### config.mk
export PLATFORM = sky130hd
export DESIGN_NAME = stip_core
export DESIGN_NICKNAME = d
export VERILOG_FILES = /design/src/hdl/stip_pkg.sv /design/src/hdl/stip_core.sv
export SDC_FILE = /design/constraint.sdc
export NUM_CORES = 1
export LEC_CHECK = 0
export BUFFER_PORTS_ARGS = -buffer_cell sky130_fd_sc_hd__buf_2
export CORE_ASPECT_RATIO = 1.25
export CORE_MARGIN = 2
export CORE_UTILIZATION = 47
export DETAILED_ROUTE_END_ITERATION = 10
export PLACE_DENSITY = 0.76
export SETUP_SLACK_MARGIN = 0.4
export SYNTH_ARGS = -nofsm -noshare
export SYNTH_HDL_FRONTEND = slang
export SYNTH_SLANG_ARGS = --single-unit
### constraint.sdc
create_clock -name clk_i -period 1.9 [get_ports clk_i]
set_clock_uncertainty 0.2 [all_clocks]
set_input_delay 0 -clock clk_i [delete_from_list [all_inputs] [get_ports clk_i]]
set_output_delay 0 -clock clk_i [all_outputs]
set_load 0.01 [all_outputs]
### src/hdl/stip_pkg.sv
/*
 * Constants for the supply/temperature interrupt and protection block.
 * Assumes a 32-bit classic Wishbone slave with byte addressing.
 */
package stip_pkg;
	// Interrupt source bit positions in flag, enable and detector vectors
	localparam int SRC_N = 7;
	localparam int SRC_OC = 1;
	localparam int SRC_HV = 2;
	localparam int SRC_LV = 3;
	localparam int SRC_HT = 4;
	localparam int SRC_BUS = 5;
	localparam int SRC_HALL = 6;
	localparam int SRC_WAKE = 0;
	// Register byte offsets
	localparam logic [7:0] OFS_ENABLE = 8'h00;
	localparam logic [7:0] OFS_FLAG = 8'h04;
	localparam logic [7:0] OFS_CTRL = 8'h08;
	localparam logic [7:0] OFS_STATUS = 8'h0c;
	// Control register fields
	localparam int CTRL_HALT = 0;
	localparam int CTRL_HS_ON = 1;
	localparam int CTRL_HB_H = 2;
	localparam int CTRL_HB_L = 6;
	localparam int CTRL_DUTY = 16;
	localparam int DUTY_W = 8;
	// Reset values
	localparam logic [6:0] ENABLE_RST = 7'h00;
	localparam logic [31:0] CTRL_RST = 32'h0000_0000;
	// Reset line stretch in cycles
	localparam int RST_STRETCH = 16;
endpackage : stip_pkg

### src/hdl/stip_core.sv
/*
 * Interrupt, protection, reset-line and limitation PWM logic of the analog die.
 * Assumes asynchronous detector inputs and pins; registers over classic Wishbone.
 */
`timescale 1ns/1ps
`default_nettype none

// Contract
// - Seven interrupt sources, each with flag and enable, combined on one output.
// - Every enable is writable by software individually.
// - Any reset clears all interrupt enables.
// - Undervoltage detector sets the undervoltage flag.
// - Undervoltage interrupt only while its enable is set.
// - Undervoltage turns off all high-side transistors and the high-side switch.
// - Halt mode disables undervoltage detection.
// - Overvoltage detector sets the overvoltage flag.
// - Overvoltage interrupt only while its enable is set.
// - Overvoltage turns off all high-side transistors and the high-side switch.
// - Halt mode disables overvoltage detection.
// - Temperature sensors above threshold set the overheat flag.
// - Overheat interrupt only while its enable is set.
// - Halt mode disables overheat detection.
// - Active-low open-drain interrupt signals errors and wake events.
// - Pull the shared reset line low while any internal reset source is active.
// - A low shared reset line forces the startup state; anyone may drive it.
// - Period input only sets PWM period; duty is generated internally.
// - High-side switch limits inrush with the period-derived PWM.
// - Half-bridge current limitation acts on low-side transistors only.
// - Enabled bus falling edge interrupts, and wakes in halt mode.
// - Overcurrent on any output interrupts when its enable is set.
// - Enabled wake event wakes controller and main regulator from halt.
module stip_core #(
	parameter int DUTY_W = stip_pkg::DUTY_W
) (
	input wire logic clk_i,
	input wire logic rst_i,
	input wire logic [31:0] adr_i,
	input wire logic [31:0] dat_i,
	output logic [31:0] dat_o,
	input wire logic we_i,
	input wire logic [3:0] sel_i,
	input wire logic cyc_i,
	input wire logic stb_i,
	output logic ack_o,
	input wire logic supply_low_event_i,
	input wire logic supply_high_event_i,
	input wire logic overheat_event_i,
	input wire logic overcurrent_i,
	input wire logic hall_event_i,
	input wire logic wake_timer_i,
	input wire logic bus_line_i,
	input wire logic limit_pwm_period_in_i,
	input wire logic limit_sense_i,
	input wire logic int_reset_req_i,
	input wire logic rst_line_i,
	output logic rst_line_o,
	output logic rst_line_oe_n_o,
	output logic irq_line_o,
	output logic irq_line_oe_n_o,
	output logic high_side_switch_o,
	output logic [3:0] half_bridge_high_o,
	output logic [3:0] half_bridge_low_o,
	output logic wake_o,
	output logic main_regulator_on_o,
	output logic sys_rst_o
);
	localparam int NS = stip_pkg::SRC_N;
	localparam int NIN = 10;

	// Two-stage synchronisers for every asynchronous input
	logic [NIN-1:0] async_in;
	logic [NIN-1:0] meta_r;
	logic [NIN-1:0] sync_r;
	logic bus_prev_r;
	logic pwm_prev_r;
	assign async_in = {rst_line_i, limit_sense_i, limit_pwm_period_in_i, bus_line_i,
		wake_timer_i, hall_event_i, overcurrent_i, overheat_event_i,
		supply_high_event_i, supply_low_event_i};
	genvar gi;
	generate
		for (gi = 0; gi < NIN; gi++) begin : g_sync
			always_ff @(posedge clk_i) begin
				meta_r[gi] <= async_in[gi];
				sync_r[gi] <= meta_r[gi];
			end
		end
	endgenerate
	logic s_lv, s_hv, s_ht, s_oc, s_hall, s_wt, s_bus, s_per, s_lim, s_rst;
	assign {s_rst, s_lim, s_per, s_bus, s_wt, s_hall, s_oc, s_ht, s_hv, s_lv} = sync_r;

	// Whole block reset: pin reset or shared line held low by anyone
	logic blk_rst;
	assign blk_rst = rst_i | ~s_rst;

	// Registers
	logic [NS-1:0] enable_r;
	logic [NS-1:0] flag_r;
	logic [31:0] ctrl_r;
	logic halt;
	assign halt = ctrl_r[stip_pkg::CTRL_HALT];

	// Wishbone decode; one-cycle ack, dropped the cycle after
	logic req;
	logic wr;
	logic [7:0] ofs;
	assign req = cyc_i & stb_i & ~ack_o;
	assign wr = cyc_i & stb_i & we_i & ack_o; // Commit on the edge the master sees ack
	assign ofs = adr_i[7:0];
	always_ff @(posedge clk_i) begin
		if (rst_i) begin
			ack_o <= 1'b0;
		end else begin
			ack_o <= req;
		end
	end

	// Byte-lane write data merge
	function automatic logic [31:0] merge(input logic [31:0] old, input logic [31:0] nw,
		input logic [3:0] sel);
		logic [31:0] r;
		r = old;
		for (int b = 0; b < 4; b++) begin
			if (sel[b]) begin
				r[8*b +: 8] = nw[8*b +: 8];
			end
		end
		return r;
	endfunction

	// Enable register, cleared on any reset
	logic [31:0] en_wr;
	assign en_wr = merge({25'h0, enable_r}, dat_i, sel_i);
	always_ff @(posedge clk_i) begin
		if (blk_rst) begin
			enable_r <= stip_pkg::ENABLE_RST;
		end else if (wr && ofs == stip_pkg::OFS_ENABLE) begin
			enable_r <= en_wr[NS-1:0];
		end
	end

	// Control register: halt, output requests, duty
	always_ff @(posedge clk_i) begin
		if (blk_rst) begin
			ctrl_r <= stip_pkg::CTRL_RST;
		end else if (wr && ofs == stip_pkg::OFS_CTRL) begin
			ctrl_r <= merge(ctrl_r, dat_i, sel_i);
		end else if (halt && wake_o) begin
			ctrl_r[stip_pkg::CTRL_HALT] <= 1'b0;
		end
	end

	// Event detection; halt disables supply and temperature detectors
	logic bus_fall;
	logic [NS-1:0] ev;
	assign bus_fall = bus_prev_r & ~s_bus;
	always_comb begin
		ev = '0;
		ev[stip_pkg::SRC_LV] = s_lv & ~halt;
		ev[stip_pkg::SRC_HV] = s_hv & ~halt;
		ev[stip_pkg::SRC_HT] = s_ht & ~halt;
		ev[stip_pkg::SRC_OC] = s_oc;
		ev[stip_pkg::SRC_BUS] = bus_fall;
		ev[stip_pkg::SRC_HALL] = s_hall;
		ev[stip_pkg::SRC_WAKE] = s_wt;
	end
	always_ff @(posedge clk_i) begin
		if (blk_rst) begin
			bus_prev_r <= 1'b1;
		end else begin
			bus_prev_r <= s_bus;
		end
	end

	// Sticky flags; write one clears, a new event wins over the clear
	generate
		for (gi = 0; gi < NS; gi++) begin : g_flag
			always_ff @(posedge clk_i) begin
				if (blk_rst) begin
					flag_r[gi] <= 1'b0;
				end else if (ev[gi]) begin
					flag_r[gi] <= 1'b1;
				end else if (wr && ofs == stip_pkg::OFS_FLAG && sel_i[0] && dat_i[gi]) begin
					flag_r[gi] <= 1'b0;
				end
			end
		end
	endgenerate

	// Interrupt: level while any enabled flag stands; wake only while in halt with one standing
	logic [NS-1:0] pend;
	assign pend = flag_r & enable_r;
	always_ff @(posedge clk_i) begin
		if (blk_rst) begin
			irq_line_oe_n_o <= 1'b1;
			wake_o <= 1'b0;
			main_regulator_on_o <= 1'b1;
		end else begin
			irq_line_oe_n_o <= ~(|pend);
			wake_o <= halt & (|pend);
			main_regulator_on_o <= ~halt | (|pend);
		end
	end

	// Open drain only ever pulls low; the enable carries the level
	always_ff @(posedge clk_i) begin
		irq_line_o <= 1'b0;
	end

	// Shared reset line driver, stretched so the pull-down is seen
	logic [4:0] rst_cnt_r;
	always_ff @(posedge clk_i) begin
		if (rst_i || int_reset_req_i) begin
			rst_cnt_r <= 5'(stip_pkg::RST_STRETCH);
		end else if (rst_cnt_r != 5'h00) begin
			rst_cnt_r <= rst_cnt_r - 5'h01;
		end
	end
	always_ff @(posedge clk_i) begin
		rst_line_oe_n_o <= ~(rst_i | int_reset_req_i | (rst_cnt_r != 5'h00));
		sys_rst_o <= blk_rst;
		rst_line_o <= 1'b0;
	end

	// Limitation PWM: period from input edges, duty from internal counter
	logic [DUTY_W-1:0] pwm_cnt_r;
	logic [DUTY_W-1:0] duty;
	logic per_rise;
	logic pwm_on;
	assign duty = ctrl_r[stip_pkg::CTRL_DUTY +: DUTY_W];
	assign per_rise = s_per & ~pwm_prev_r;
	assign pwm_on = pwm_cnt_r < duty;
	always_ff @(posedge clk_i) begin
		if (blk_rst) begin
			pwm_prev_r <= 1'b0;
			pwm_cnt_r <= '0;
		end else begin
			pwm_prev_r <= s_per;
			if (per_rise) begin
				pwm_cnt_r <= '0;
			end else if (pwm_cnt_r != {DUTY_W{1'b1}}) begin
				pwm_cnt_r <= pwm_cnt_r + 1'b1;
			end
		end
	end

	// Power outputs; supply faults cut only high-side stages
	logic supply_fault;
	assign supply_fault = flag_r[stip_pkg::SRC_LV] | flag_r[stip_pkg::SRC_HV];
	always_ff @(posedge clk_i) begin
		if (blk_rst) begin
			high_side_switch_o <= 1'b0;
			half_bridge_high_o <= 4'h0;
			half_bridge_low_o <= 4'h0;
		end else begin
			high_side_switch_o <= ctrl_r[stip_pkg::CTRL_HS_ON] & ~supply_fault
				& (pwm_on | ~s_lim);
			half_bridge_high_o <= supply_fault ? 4'h0
				: ctrl_r[stip_pkg::CTRL_HB_H +: 4];
			half_bridge_low_o <= ctrl_r[stip_pkg::CTRL_HB_L +: 4]
				& {4{pwm_on | ~s_lim}};
		end
	end

	// Read mux; unmapped reads zero
	always_ff @(posedge clk_i) begin
		if (rst_i) begin
			dat_o <= 32'h0000_0000;
		end else if (req) begin
			case (ofs)
				stip_pkg::OFS_ENABLE: dat_o <= {25'h0, enable_r};
				stip_pkg::OFS_FLAG: dat_o <= {25'h0, flag_r};
				stip_pkg::OFS_CTRL: dat_o <= ctrl_r;
				stip_pkg::OFS_STATUS: dat_o <= {28'h0000000, s_ht, s_hv, s_lv, halt};
				default: dat_o <= 32'h0000_0000;
			endcase
		end
	end

	// Assertions
	property p_en_clear;
		@(posedge clk_i) rst_i |=> enable_r == '0;
	endproperty
	a_en_clear: assert property (p_en_clear) else $error("enables not cleared");
	property p_irq_level;
		@(posedge clk_i) disable iff (blk_rst) (|(flag_r & enable_r)) |=> !irq_line_oe_n_o;
	endproperty
	a_irq_level: assert property (p_irq_level) else $error("irq not asserted");
	property p_irq_off;
		@(posedge clk_i) disable iff (blk_rst) ((flag_r & enable_r) == '0) |=> irq_line_oe_n_o;
	endproperty
	a_irq_off: assert property (p_irq_off) else $error("irq without cause");
	property p_lv_set;
		@(posedge clk_i) disable iff (blk_rst) (s_lv && !halt) |=> flag_r[stip_pkg::SRC_LV];
	endproperty
	a_lv_set: assert property (p_lv_set) else $error("lv flag missing");
	property p_hv_set;
		@(posedge clk_i) disable iff (blk_rst) (s_hv && !halt) |=> flag_r[stip_pkg::SRC_HV];
	endproperty
	a_hv_set: assert property (p_hv_set) else $error("hv flag missing");
	property p_ht_set;
		@(posedge clk_i) disable iff (blk_rst) (s_ht && !halt) |=> flag_r[stip_pkg::SRC_HT];
	endproperty
	a_ht_set: assert property (p_ht_set) else $error("ht flag missing");
	property p_hs_cut;
		@(posedge clk_i) disable iff (blk_rst) supply_fault |=> !high_side_switch_o
			&& half_bridge_high_o == 4'h0;
	endproperty
	a_hs_cut: assert property (p_hs_cut) else $error("high side not cut");
	property p_sync;
		@(posedge clk_i) disable iff (rst_i) $rose(supply_low_event_i) ##1 supply_low_event_i
			|-> ##1 sync_r[0];
	endproperty
	a_sync: assert property (p_sync) else $error("sync latency wrong");
	property p_rst_line;
		@(posedge clk_i) int_reset_req_i |=> !rst_line_oe_n_o;
	endproperty
	a_rst_line: assert property (p_rst_line) else $error("reset line not pulled");
	c_lv: cover property (@(posedge clk_i) flag_r[stip_pkg::SRC_LV] && !irq_line_oe_n_o);
	c_bus_wake: cover property (@(posedge clk_i) halt && bus_fall);
	c_pwm: cover property (@(posedge clk_i) per_rise && s_lim);
	property p_wake;
		@(posedge clk_i) disable iff (blk_rst) (halt && (|pend)) |=> wake_o;
	endproperty
	a_wake: assert property (p_wake) else $error("wake not raised");
	property p_halt_mute;
		@(posedge clk_i) disable iff (blk_rst)
			(halt && !flag_r[stip_pkg::SRC_LV] && !flag_r[stip_pkg::SRC_HV]
			&& !flag_r[stip_pkg::SRC_HT]) |=> (!flag_r[stip_pkg::SRC_LV]
			&& !flag_r[stip_pkg::SRC_HV] && !flag_r[stip_pkg::SRC_HT]);
	endproperty
	a_halt_mute: assert property (p_halt_mute) else $error("flag set in halt");
	property p_ack_pulse;
		@(posedge clk_i) disable iff (rst_i) ack_o |=> !ack_o;
	endproperty
	a_ack_pulse: assert property (p_ack_pulse) else $error("ack longer than one cycle");
	property p_oc_set;
		@(posedge clk_i) disable iff (blk_rst) s_oc |=> flag_r[stip_pkg::SRC_OC];
	endproperty
	a_oc_set: assert property (p_oc_set) else $error("oc flag missing");
	property p_bus_set;
		@(posedge clk_i) disable iff (blk_rst) bus_fall |=> flag_r[stip_pkg::SRC_BUS];
	endproperty
	a_bus_set: assert property (p_bus_set) else $error("bus edge flag missing");
	c_wake: cover property (@(posedge clk_i) wake_o && main_regulator_on_o);
endmodule // stip_core
`default_nettype wire

# Word level (Yosys, flattened, before mapping)
# Cells that the tools add are included.
totals:
  reg_bits: 128
  in_bits: 84
  out_inout_bits: 49
  word_cells: 134
op_classes:
  addsub: 2
  n_lt_le_gt_ge: 1
  eq_ne: 5
  muxes: 18
  n_bitwise: 29
  n_reduce_logical: 32
op_table:
  columns: ["operator", "n"]
  rows:
  - ["$pmux W32 S4", 1]
  - ["$mux W1", 17]
  - ["$eq A8 B4 Y1 const B", 2]
  - ["$reduce_bool A2 Y1", 8]
  - ["$and A1 B1 Y1", 12]
  - ["$logic_and A1 B1 Y1", 12]
  - ["$reduce_and A2 Y1", 6]
  - ["$not A1 Y1", 9]
  - ["$add A8 B1 Y8 const B", 1]
  - ["$eq A8 B3 Y1 const B", 1]
  - ["$logic_not A8 Y1", 1]
  - ["$lt A8 B8 Y1", 1]
  - ["$ne A8 B8 Y1 const B", 1]
  - ["$and A7 B7 Y7", 1]
  - ["$reduce_or A7 Y1", 1]
  - ["$or A1 B1 Y1", 6]
  - ["$reduce_bool A5 Y1", 1]
  - ["$sub A5 B1 Y5 const B", 1]
  - ["$and A4 B4 Y4", 1]
  - ["$reduce_or A2 Y1", 2]
  - ["$ne A2 B2 Y1 const B", 1]
  - ["$logic_or A1 B1 Y1", 1]

# Depth between registers and ports, before layout
# Gate-level depths: netlist (run 1).
depth:
  depth_word: 8
  mapped_depth: 7

# Worst setup path after synthesis (run 1)
# OpenSTA, ideal clock, no wires.
synth_path:
  path_kind: "input -> register"
  from: "input adr_i[5]"
  to: "register ctrl_r[10]"
  setup_time_ps: 132
  arrival_time_ps: 1573
  setup_slack_ps: -6
  cell_stages: 7
  path_buffers: 3
  path_cell_list: "or4_4 -> buf_6 -> or4_4 -> buf_6 -> buf_6 -> o21ai_1 -> a21oi_1"
synth_via:
  elab_chain_len: 3
synth_rtl:
  columns: ["element", "line_no", "source"]
  rows:
  - ["start, declared", "stip_core.sv:37", "input wire logic [31:0] adr_i,"]
  - ["$eq A8 B4 Y1", "stip_core.sv:145", "end else if (wr && ofs == stip_pkg::OFS_CTRL) begin"]
  - ["$logic_and A1 B1 Y1", "stip_core.sv:145", null]
  - ["$reduce_and A2 Y1 (no line)", null, null]
  - ["end signal, assigned", "stip_core.sv:144", "ctrl_r <= stip_pkg::CTRL_RST;"]
  - ["end signal, assigned", "stip_core.sv:146", "ctrl_r <= merge(ctrl_r, dat_i, sel_i);"]
  - ["end, declared", "stip_core.sv:98", "logic [31:0] ctrl_r;"]
# No other way between the ends.
# A chain may end at the register's enable or synchronous reset.

# Worst setup path after layout (run 1)
layout_path:
  from: "register ctrl_r[23]"
  to: "register half_bridge_low_o[3]"
layout_via:
  elab_chain_len: 3
layout_rtl:
  columns: ["element", "line_no", "source"]
  rows:
  - ["$lt A8 B8 Y1", "stip_core.sv:231", "assign pwm_on = pwm_cnt_r < duty;"]
  - ["$or A1 B1 Y1", "stip_core.sv:260", "& {4{pwm_on | ~s_lim}};"]
  - ["$and A4 B4 Y4", "stip_core.sv:260", null]
  - ["end signal, assigned", "stip_core.sv:259", "half_bridge_low_o <= ctrl_r[stip_pkg::CTRL_HB_L +: 4]"]
  - ["end, declared", "stip_core.sv:62", "output logic [3:0] half_bridge_low_o,"]
# No other way between the ends.

==> results.sh, run 1 <==
export IMPL_fin_cells=827
export IMPL_drive_above_1_share_pct=39.5
export IMPL_path_clk_slew_ps=60
export IMPL_synth_seq_cells=128
export IMPL_synth_xor_area_share_pct=1.29
export IMPL_yosys_warnings=0
export IMPL_die_h_um=117
export IMPL_die_area_um2=11000
export IMPL_finalMaxSlewViolations=0
export IMPL_p_comb_share_pct=6.5
export IMPL_critPathSlowestCell="dfxtp_2"
export IMPL_final_area_um2=7390
export IMPL_max_freq_mhz=536
export IMPL_dpl_cell_area_um2=5550
export IMPL_cts_tree="yes"
export IMPL_ys_top_cells_by_area="dfxtp_1, a22oi_1, nor2_1"
export IMPL_worst_setup_path_start_kind="flip-flop"
export IMPL_dp_hpwl_um=8430
export IMPL_synth_seq_area_share_pct=53.8
export IMPL_wl_per_cell_um=17.8
export IMPL_arrival_ps=2020
export IMPL_final_util_pct=73.8
export IMPL_worstSetupPathDepth=6
export IMPL_place_congestion=0.810
export IMPL_avgSynthCellArea_um2=9.70
export IMPL_status="completed"
export IMPL_place_inst=722
export IMPL_finalSetupViolCount=0
export IMPL_overflow=0
export IMPL_rsz0062_at_grt="true"
export IMPL_cts_buffers=17
export IMPL_path_cells="inv_2, ha_4, and3_4, a221o_1, a22oi_2, and3_1"
export IMPL_worstSetupPathType="reg -> reg"
export IMPL_critical_path_buf_inv_count=1
export IMPL_wl_um=14700
export IMPL_path_delay_family="compound AO/OA/AOI/OAI gates"
export IMPL_p_int_mw=5.25
export IMPL_syn_area_um2=4760
export IMPL_diodes=0
export IMPL_cap_violations=0
export IMPL_root_buffer="clkbuf_16"
export IMPL_min_path_type="in -> reg"
export IMPL_critical_path_required_ps=2060
export IMPL_post_route_period_util_pct=98.1
export IMPL_grt_usage_pct=26.2
export IMPL_antenna_found_initial=0
export IMPL_initial_core_util_pct=47.6
export IMPL_drcViolationCount=0
export IMPL_p_total_mw=6.71
export IMPL_reg2regPathDepth=6
export IMPL_grt_first_pass_wirelength_um=21800
export IMPL_ir_drop_mv=0.719
export IMPL_finalHoldViolCount=0
export IMPL_final_cell_mix="dfxtp_1, buf_2, nor2_1"
export IMPL_core_area_um2=10000
export IMPL_clkLatencyLatePin_ps=420
export IMPL_die_w_um=94.0
export IMPL_setup_tns_ps=0
export IMPL_dr_total_vias=4564
export IMPL_synth_fa_ha_area_share_pct=2.63
export IMPL_grt_max_degree=39
export IMPL_worst_hold_slack_ps=9.78
export IMPL_swShare_pct=21.7
export IMPL_seqPwrFrac_pct=41.2
export IMPL_p_per_area_nw_per_um2=908
export IMPL_grt_pass1_vias=4601
export IMPL_endpoint_kind="flip-flop"
export IMPL_drt_pass1_iterations=5
export IMPL_area_growth_pct=55.1
export IMPL_fin_nets=779
export IMPL_synth_top_family_by_area="compound AO/OA/AOI/OAI gates"
export IMPL_syn_inst=491
export IMPL_worstHoldPathCells=2
export IMPL_drtIter0Drc=225
export IMPL_p_switching_mw=1.45
export IMPL_slew_headroom_pct=66.6
export IMPL_ios=133
export IMPL_viasPerCell=5.52
export IMPL_synth_compound_area_share_pct=17.0
export IMPL_post_synth_and_or_nand_nor_area_fraction_pct=15.7
export IMPL_leakagePower_nw=2.98
export IMPL_final_antenna_net_count=0
export IMPL_setup_slack_ps=35.5
export IMPL_io_buffers=106
export IMPL_worstMarginPinSlew_ps=501
export IMPL_muxShareOfSynthArea_pct=4.62
export IMPL_cts_sinks=128
export IMPL_cts_buffer_depth=2
export IMPL_critPathMaxFanout=5
export IMPL_p_clk_share_pct=52.3
export IMPL_pre_cts_slack_ps=-86.8
export IMPL_mostFrequentLayoutCell="dfxtp_1"
export IMPL_cts_max_level=4
export IMPL_fp_row_count=41
export IMPL_synth_top_area_cell="dfxtp_1"
export IMPL_synth_cell_types=50
export IMPL_reg2reg_slack_ps=40
export IMPL_synth_top_area_share_pct=53.8
export IMPL_min_period_ps=1860
export IMPL_max_stage_delay_ps=330
[cells in the mapped netlist, drive strengths merged]
library cell    n
a2111oi         1
a211o           1
a211oi          7
a21o            1
a21oi          32
a221o           1
a222oi          1
a22oi          32
a311oi          3
a31o            1
a31oi           4
and2            4
and3            6
buf            13
clkbuf         18
clkinv          1
conb            1
dfxtp         128
ha             10
inv            18
mux2i          22
nand2          12
nand2b          2
nand3          28
nand3b          3
nand4           5
nor2           64
nor2b           5
nor3            6
nor3b           1
nor4            5
o2111a          1
o2111ai         1
o21ai          34
o21bai          2
o2bb2ai         3
o31ai           1
or2             2
or3             1
or3b            1
or4             2
xnor2           4
xor2            3
[per-layer routing]
metal,global-route usage [%],vias up,share of wire (%)
met1,26.3,2200,36
met5,0,-,0
met2,48.7,174,54
met4,14.8,0,3.9
li1,-,2141,-
met3,6.90,49,5.2
[flip-flops by register name, indices dropped and copies added (netlist names), 4 cells and up]
register and count:
enable_r 7, half_bridge_high_o 4, half_bridge_low_o 4, pwm_cnt_r 8
rst_cnt_r 5, flag_r 7, meta_r 10, dat_o 32
ctrl_r 32
[power by group through the flow]
stage | Clock, mW | Sequential [mW] | Combinational, mW
CTS | 3.54 | 2.76 | 0.385
global route | 3.67 | 2.77 | 0.468
finish | 3.51 | 2.76 | 0.436
detailed placement | 0 | 2.82 | 0.281
floorplan | 0 | 2.81 | 0.155
global placement | 0 | 2.81 | 0.267
[logic make-up (layout without fill, tap and decap cells)]
logic type	count (synthesis)	after routing
AO/OA/AOI/OAI	126	126
buffers and inverters	50	256
other	1	2
adder cells (fa/ha/maj)	10	10
multiplexers	22	22
XOR/XNOR	7	7
flip-flops	128	128
AND/OR/NAND/NOR	147	147
[worst paths after layout]
check / start / to
worst min-delay path: overcurrent_i / meta_r[3]$_DFF_P_
worst max register to register: ctrl_r[23]$_SDFFE_PP0P_ / half_bridge_low_o[3]$_SDFF_PP0_
worst max-delay path: ctrl_r[23]$_SDFFE_PP0P_ / half_bridge_low_o[3]$_SDFF_PP0_
worst min register to register: meta_r[7]$_DFF_P_ / s_per$_DFF_P_
[repair_timing]
action,CTS,global route
gates resized for setup,47,69
setup endpoints to repair,62,94
setup buffers,11,6
gates cloned,3,2
hold buffers,51,0
endpoints found under the hold margin,116,0
pin swaps,17,37
[layout make-up]
cell class | instances | area (µm²)
Clock buffer | 20 | 467
Clock inverter | 12 | 181
Fill cell | 665 | 2620
Inverter | 19 | 72.6
Multi-Input combinational cell | 314 | 2340
Sequential cell | 128 | 2580
Tap cell | 129 | 161
Timing Repair Buffer | 205 | 1580
Note: power is estimated with default switching activity, not from simulation.
==> run 2: changes to the inputs <==
Settings changed: CORE_ASPECT_RATIO 1.25 to 0.7.
==> results.sh, run 2 (synthesis results as in run 1) <==
export IMPL_status="complete, but fails checks"
export IMPL_failed_checks="setup timing"
export IMPL_die_h_um=88.2
export IMPL_path_clk_slew_ps=60
export IMPL_critPathSlowestCell="dfxtp_2"
export IMPL_arrival_ps=2090
export IMPL_finalHoldViolCount=0
export IMPL_final_antenna_net_count=0
export IMPL_p_switching_mw=1.46
export IMPL_die_w_um=124
export IMPL_cts_sinks=128
export IMPL_root_buffer="clkbuf_16"
export IMPL_wl_per_cell_um=20.8
export IMPL_grt_usage_pct=28.2
export IMPL_finalMaxSlewViolations=0
export IMPL_core_area_um2=9760
export IMPL_viasPerCell=5.94
export IMPL_die_area_um2=11000
export IMPL_place_congestion=0.895
export IMPL_min_period_ps=1940
export IMPL_reg2reg_slack_ps=-40
export IMPL_area_growth_pct=56.0
export IMPL_drive_above_1_share_pct=40.5
export IMPL_seqPwrFrac_pct=43.2
export IMPL_grt_first_pass_wirelength_um=23900
export IMPL_io_buffers=106
export IMPL_cts_tree="yes"
export IMPL_p_comb_share_pct=7.1
export IMPL_setup_tns_ps=-54.4
export IMPL_fp_row_count=30
export IMPL_grt_pass1_vias=4688
export IMPL_cts_buffer_depth=2
export IMPL_p_per_area_nw_per_um2=862
export IMPL_overflow=0
export IMPL_ios=133
export IMPL_leakagePower_nw=3.00
export IMPL_cts_max_level=4
export IMPL_path_cells="inv_1, ha_1, o21ai_0, o21ai_1, a22oi_2, and3_1"
export IMPL_swShare_pct=22.8
export IMPL_max_stage_delay_ps=370
export IMPL_initial_core_util_pct=48.8
export IMPL_min_path_type="in -> reg"
export IMPL_critical_path_required_ps=2050
export IMPL_finalSetupViolCount=3
export IMPL_ir_drop_mv=0.813
export IMPL_setup_slack_ps=-40.0
export IMPL_cts_buffers=17
export IMPL_p_int_mw=4.94
export IMPL_cap_violations=0
export IMPL_max_freq_mhz=515
export IMPL_dr_total_vias=4973
export IMPL_slew_headroom_pct=66.1
export IMPL_critPathMaxFanout=5
export IMPL_final_cell_mix="dfxtp_1, buf_2, nor2_1"
export IMPL_worstMarginPinSlew_ps=509
export IMPL_wl_um=17400
export IMPL_worst_hold_slack_ps=14.2
export IMPL_drtIter0Drc=516
export IMPL_worst_setup_path_start_kind="flip-flop"
export IMPL_antenna_found_initial=0
export IMPL_diodes=0
export IMPL_fin_nets=790
export IMPL_post_route_period_util_pct=102
export IMPL_p_clk_share_pct=49.7
export IMPL_clkLatencyLatePin_ps=420
export IMPL_grt_max_degree=39
export IMPL_drt_pass1_iterations=7
export IMPL_drcViolationCount=0
export IMPL_worstSetupPathType="reg -> reg"
export IMPL_top_regs="ctrl_r: 32 flops, dat_o: 32 flops, meta_r: 10 flops"
export IMPL_mostFrequentLayoutCell="dfxtp_1"
export IMPL_dp_hpwl_um=8450
export IMPL_rsz0062_at_grt="true"
export IMPL_endpoint_kind="flip-flop"
==> run 2: cell types whose count changed in the layout (fill, tap and decap cells not counted), moves of 3 or more <==
cell | before | now
buf_4 | 25 | 33
buf_6 | 15 | 11
o21ai_1 | 19 | 12
o21ai_0 | 11 | 8
or4_4 | 2 | 5
o21ai_2 | 4 | 14
clkbuf_1 | 0 | 3
clkinv_4 | 4 | 1
==> run 2: timing repair <==
| item | CTS | global route |
|---|---|---|
| setup endpoints to repair | 72 | 100 |
| hold buffers | 51 | 0 |
| endpoints found under the hold margin | 110 | 0 |
| gates resized for setup | 42 | 80 |
| buffers inserted | 11 | 10 |
| pin swaps | 18 | 26 |
| cloned | 5 | 4 |
==> run 2: final timing paths <==
check,start,endpoint,cells after the start
worst max-delay path,ctrl_r[17]$_SDFFE_PP0P_,half_bridge_low_o[2]$_SDFF_PP0_,6
worst min-delay path,limit_sense_i,meta_r[8]$_DFF_P_,2
worst max register to register,ctrl_r[17]$_SDFFE_PP0P_,half_bridge_low_o[2]$_SDFF_PP0_,6
worst min register to register,meta_r[7]$_DFF_P_,s_per$_DFF_P_,0
==> run 2: cell type report <==
class	instances	area, µm²
Tap cell	128	160
Clock inverter	10	111
Timing Repair Buffer	213	1680
Multi-Input combinational cell	317	2350
Clock buffer	22	464
Fill cell	580	2330
Sequential cell	128	2590
Inverter	19	71.3
==> run 2: per-stage QoR <==
stage / total power, mW / setup WS (ps) / area (µm²) / util, % / instances
floorplan: 2.97 / -5.54 / 4780 / - / 492
global placement: 3.09 / -12.6 / 5570 / 57.0 / 724
detailed placement: 3.10 / -40.0 / 5570 / 57.0 / 724
CTS: 6.34 / 121 / 7020 / 71.9 / 823
global route: 6.57 / -109 / 7430 / 76.1 / 837
finish: 6.40 / -40.0 / 7430 / 76.1 / 837
==> run 2: worst max-delay path: cells and delay by family, from the launching register on <==
kind,cells,cell delay [ps]
AO/OA/AOI/OAI,3,700
adder cells (fa/ha/maj),1,280
buffers and inverters,1,70
flip-flops,1,370
AND/OR/NAND/NOR,1,250
==> run 2: power groups by stage <==
stage / logic, mW / clock network [mW] / registers (mW)
6_report: 0.456 / 3.18 / 2.76
2_1_floorplan: 0.155 / 0 / 2.81
5_1_grt: 0.479 / 3.33 / 2.76
4_1_cts: 0.406 / 3.17 / 2.76
3_5_place_dp: 0.280 / 0 / 2.82
3_3_place_gp: 0.270 / 0 / 2.82
==> run 2: metal layers <==
layer | share of wire [%] | GRT usage (%)
met5 | 0 | 0
met4 | 5.1 | 12.3
met3 | 11 | 10.2
met2 | 46 | 46.5
met1 | 38 | 33.9
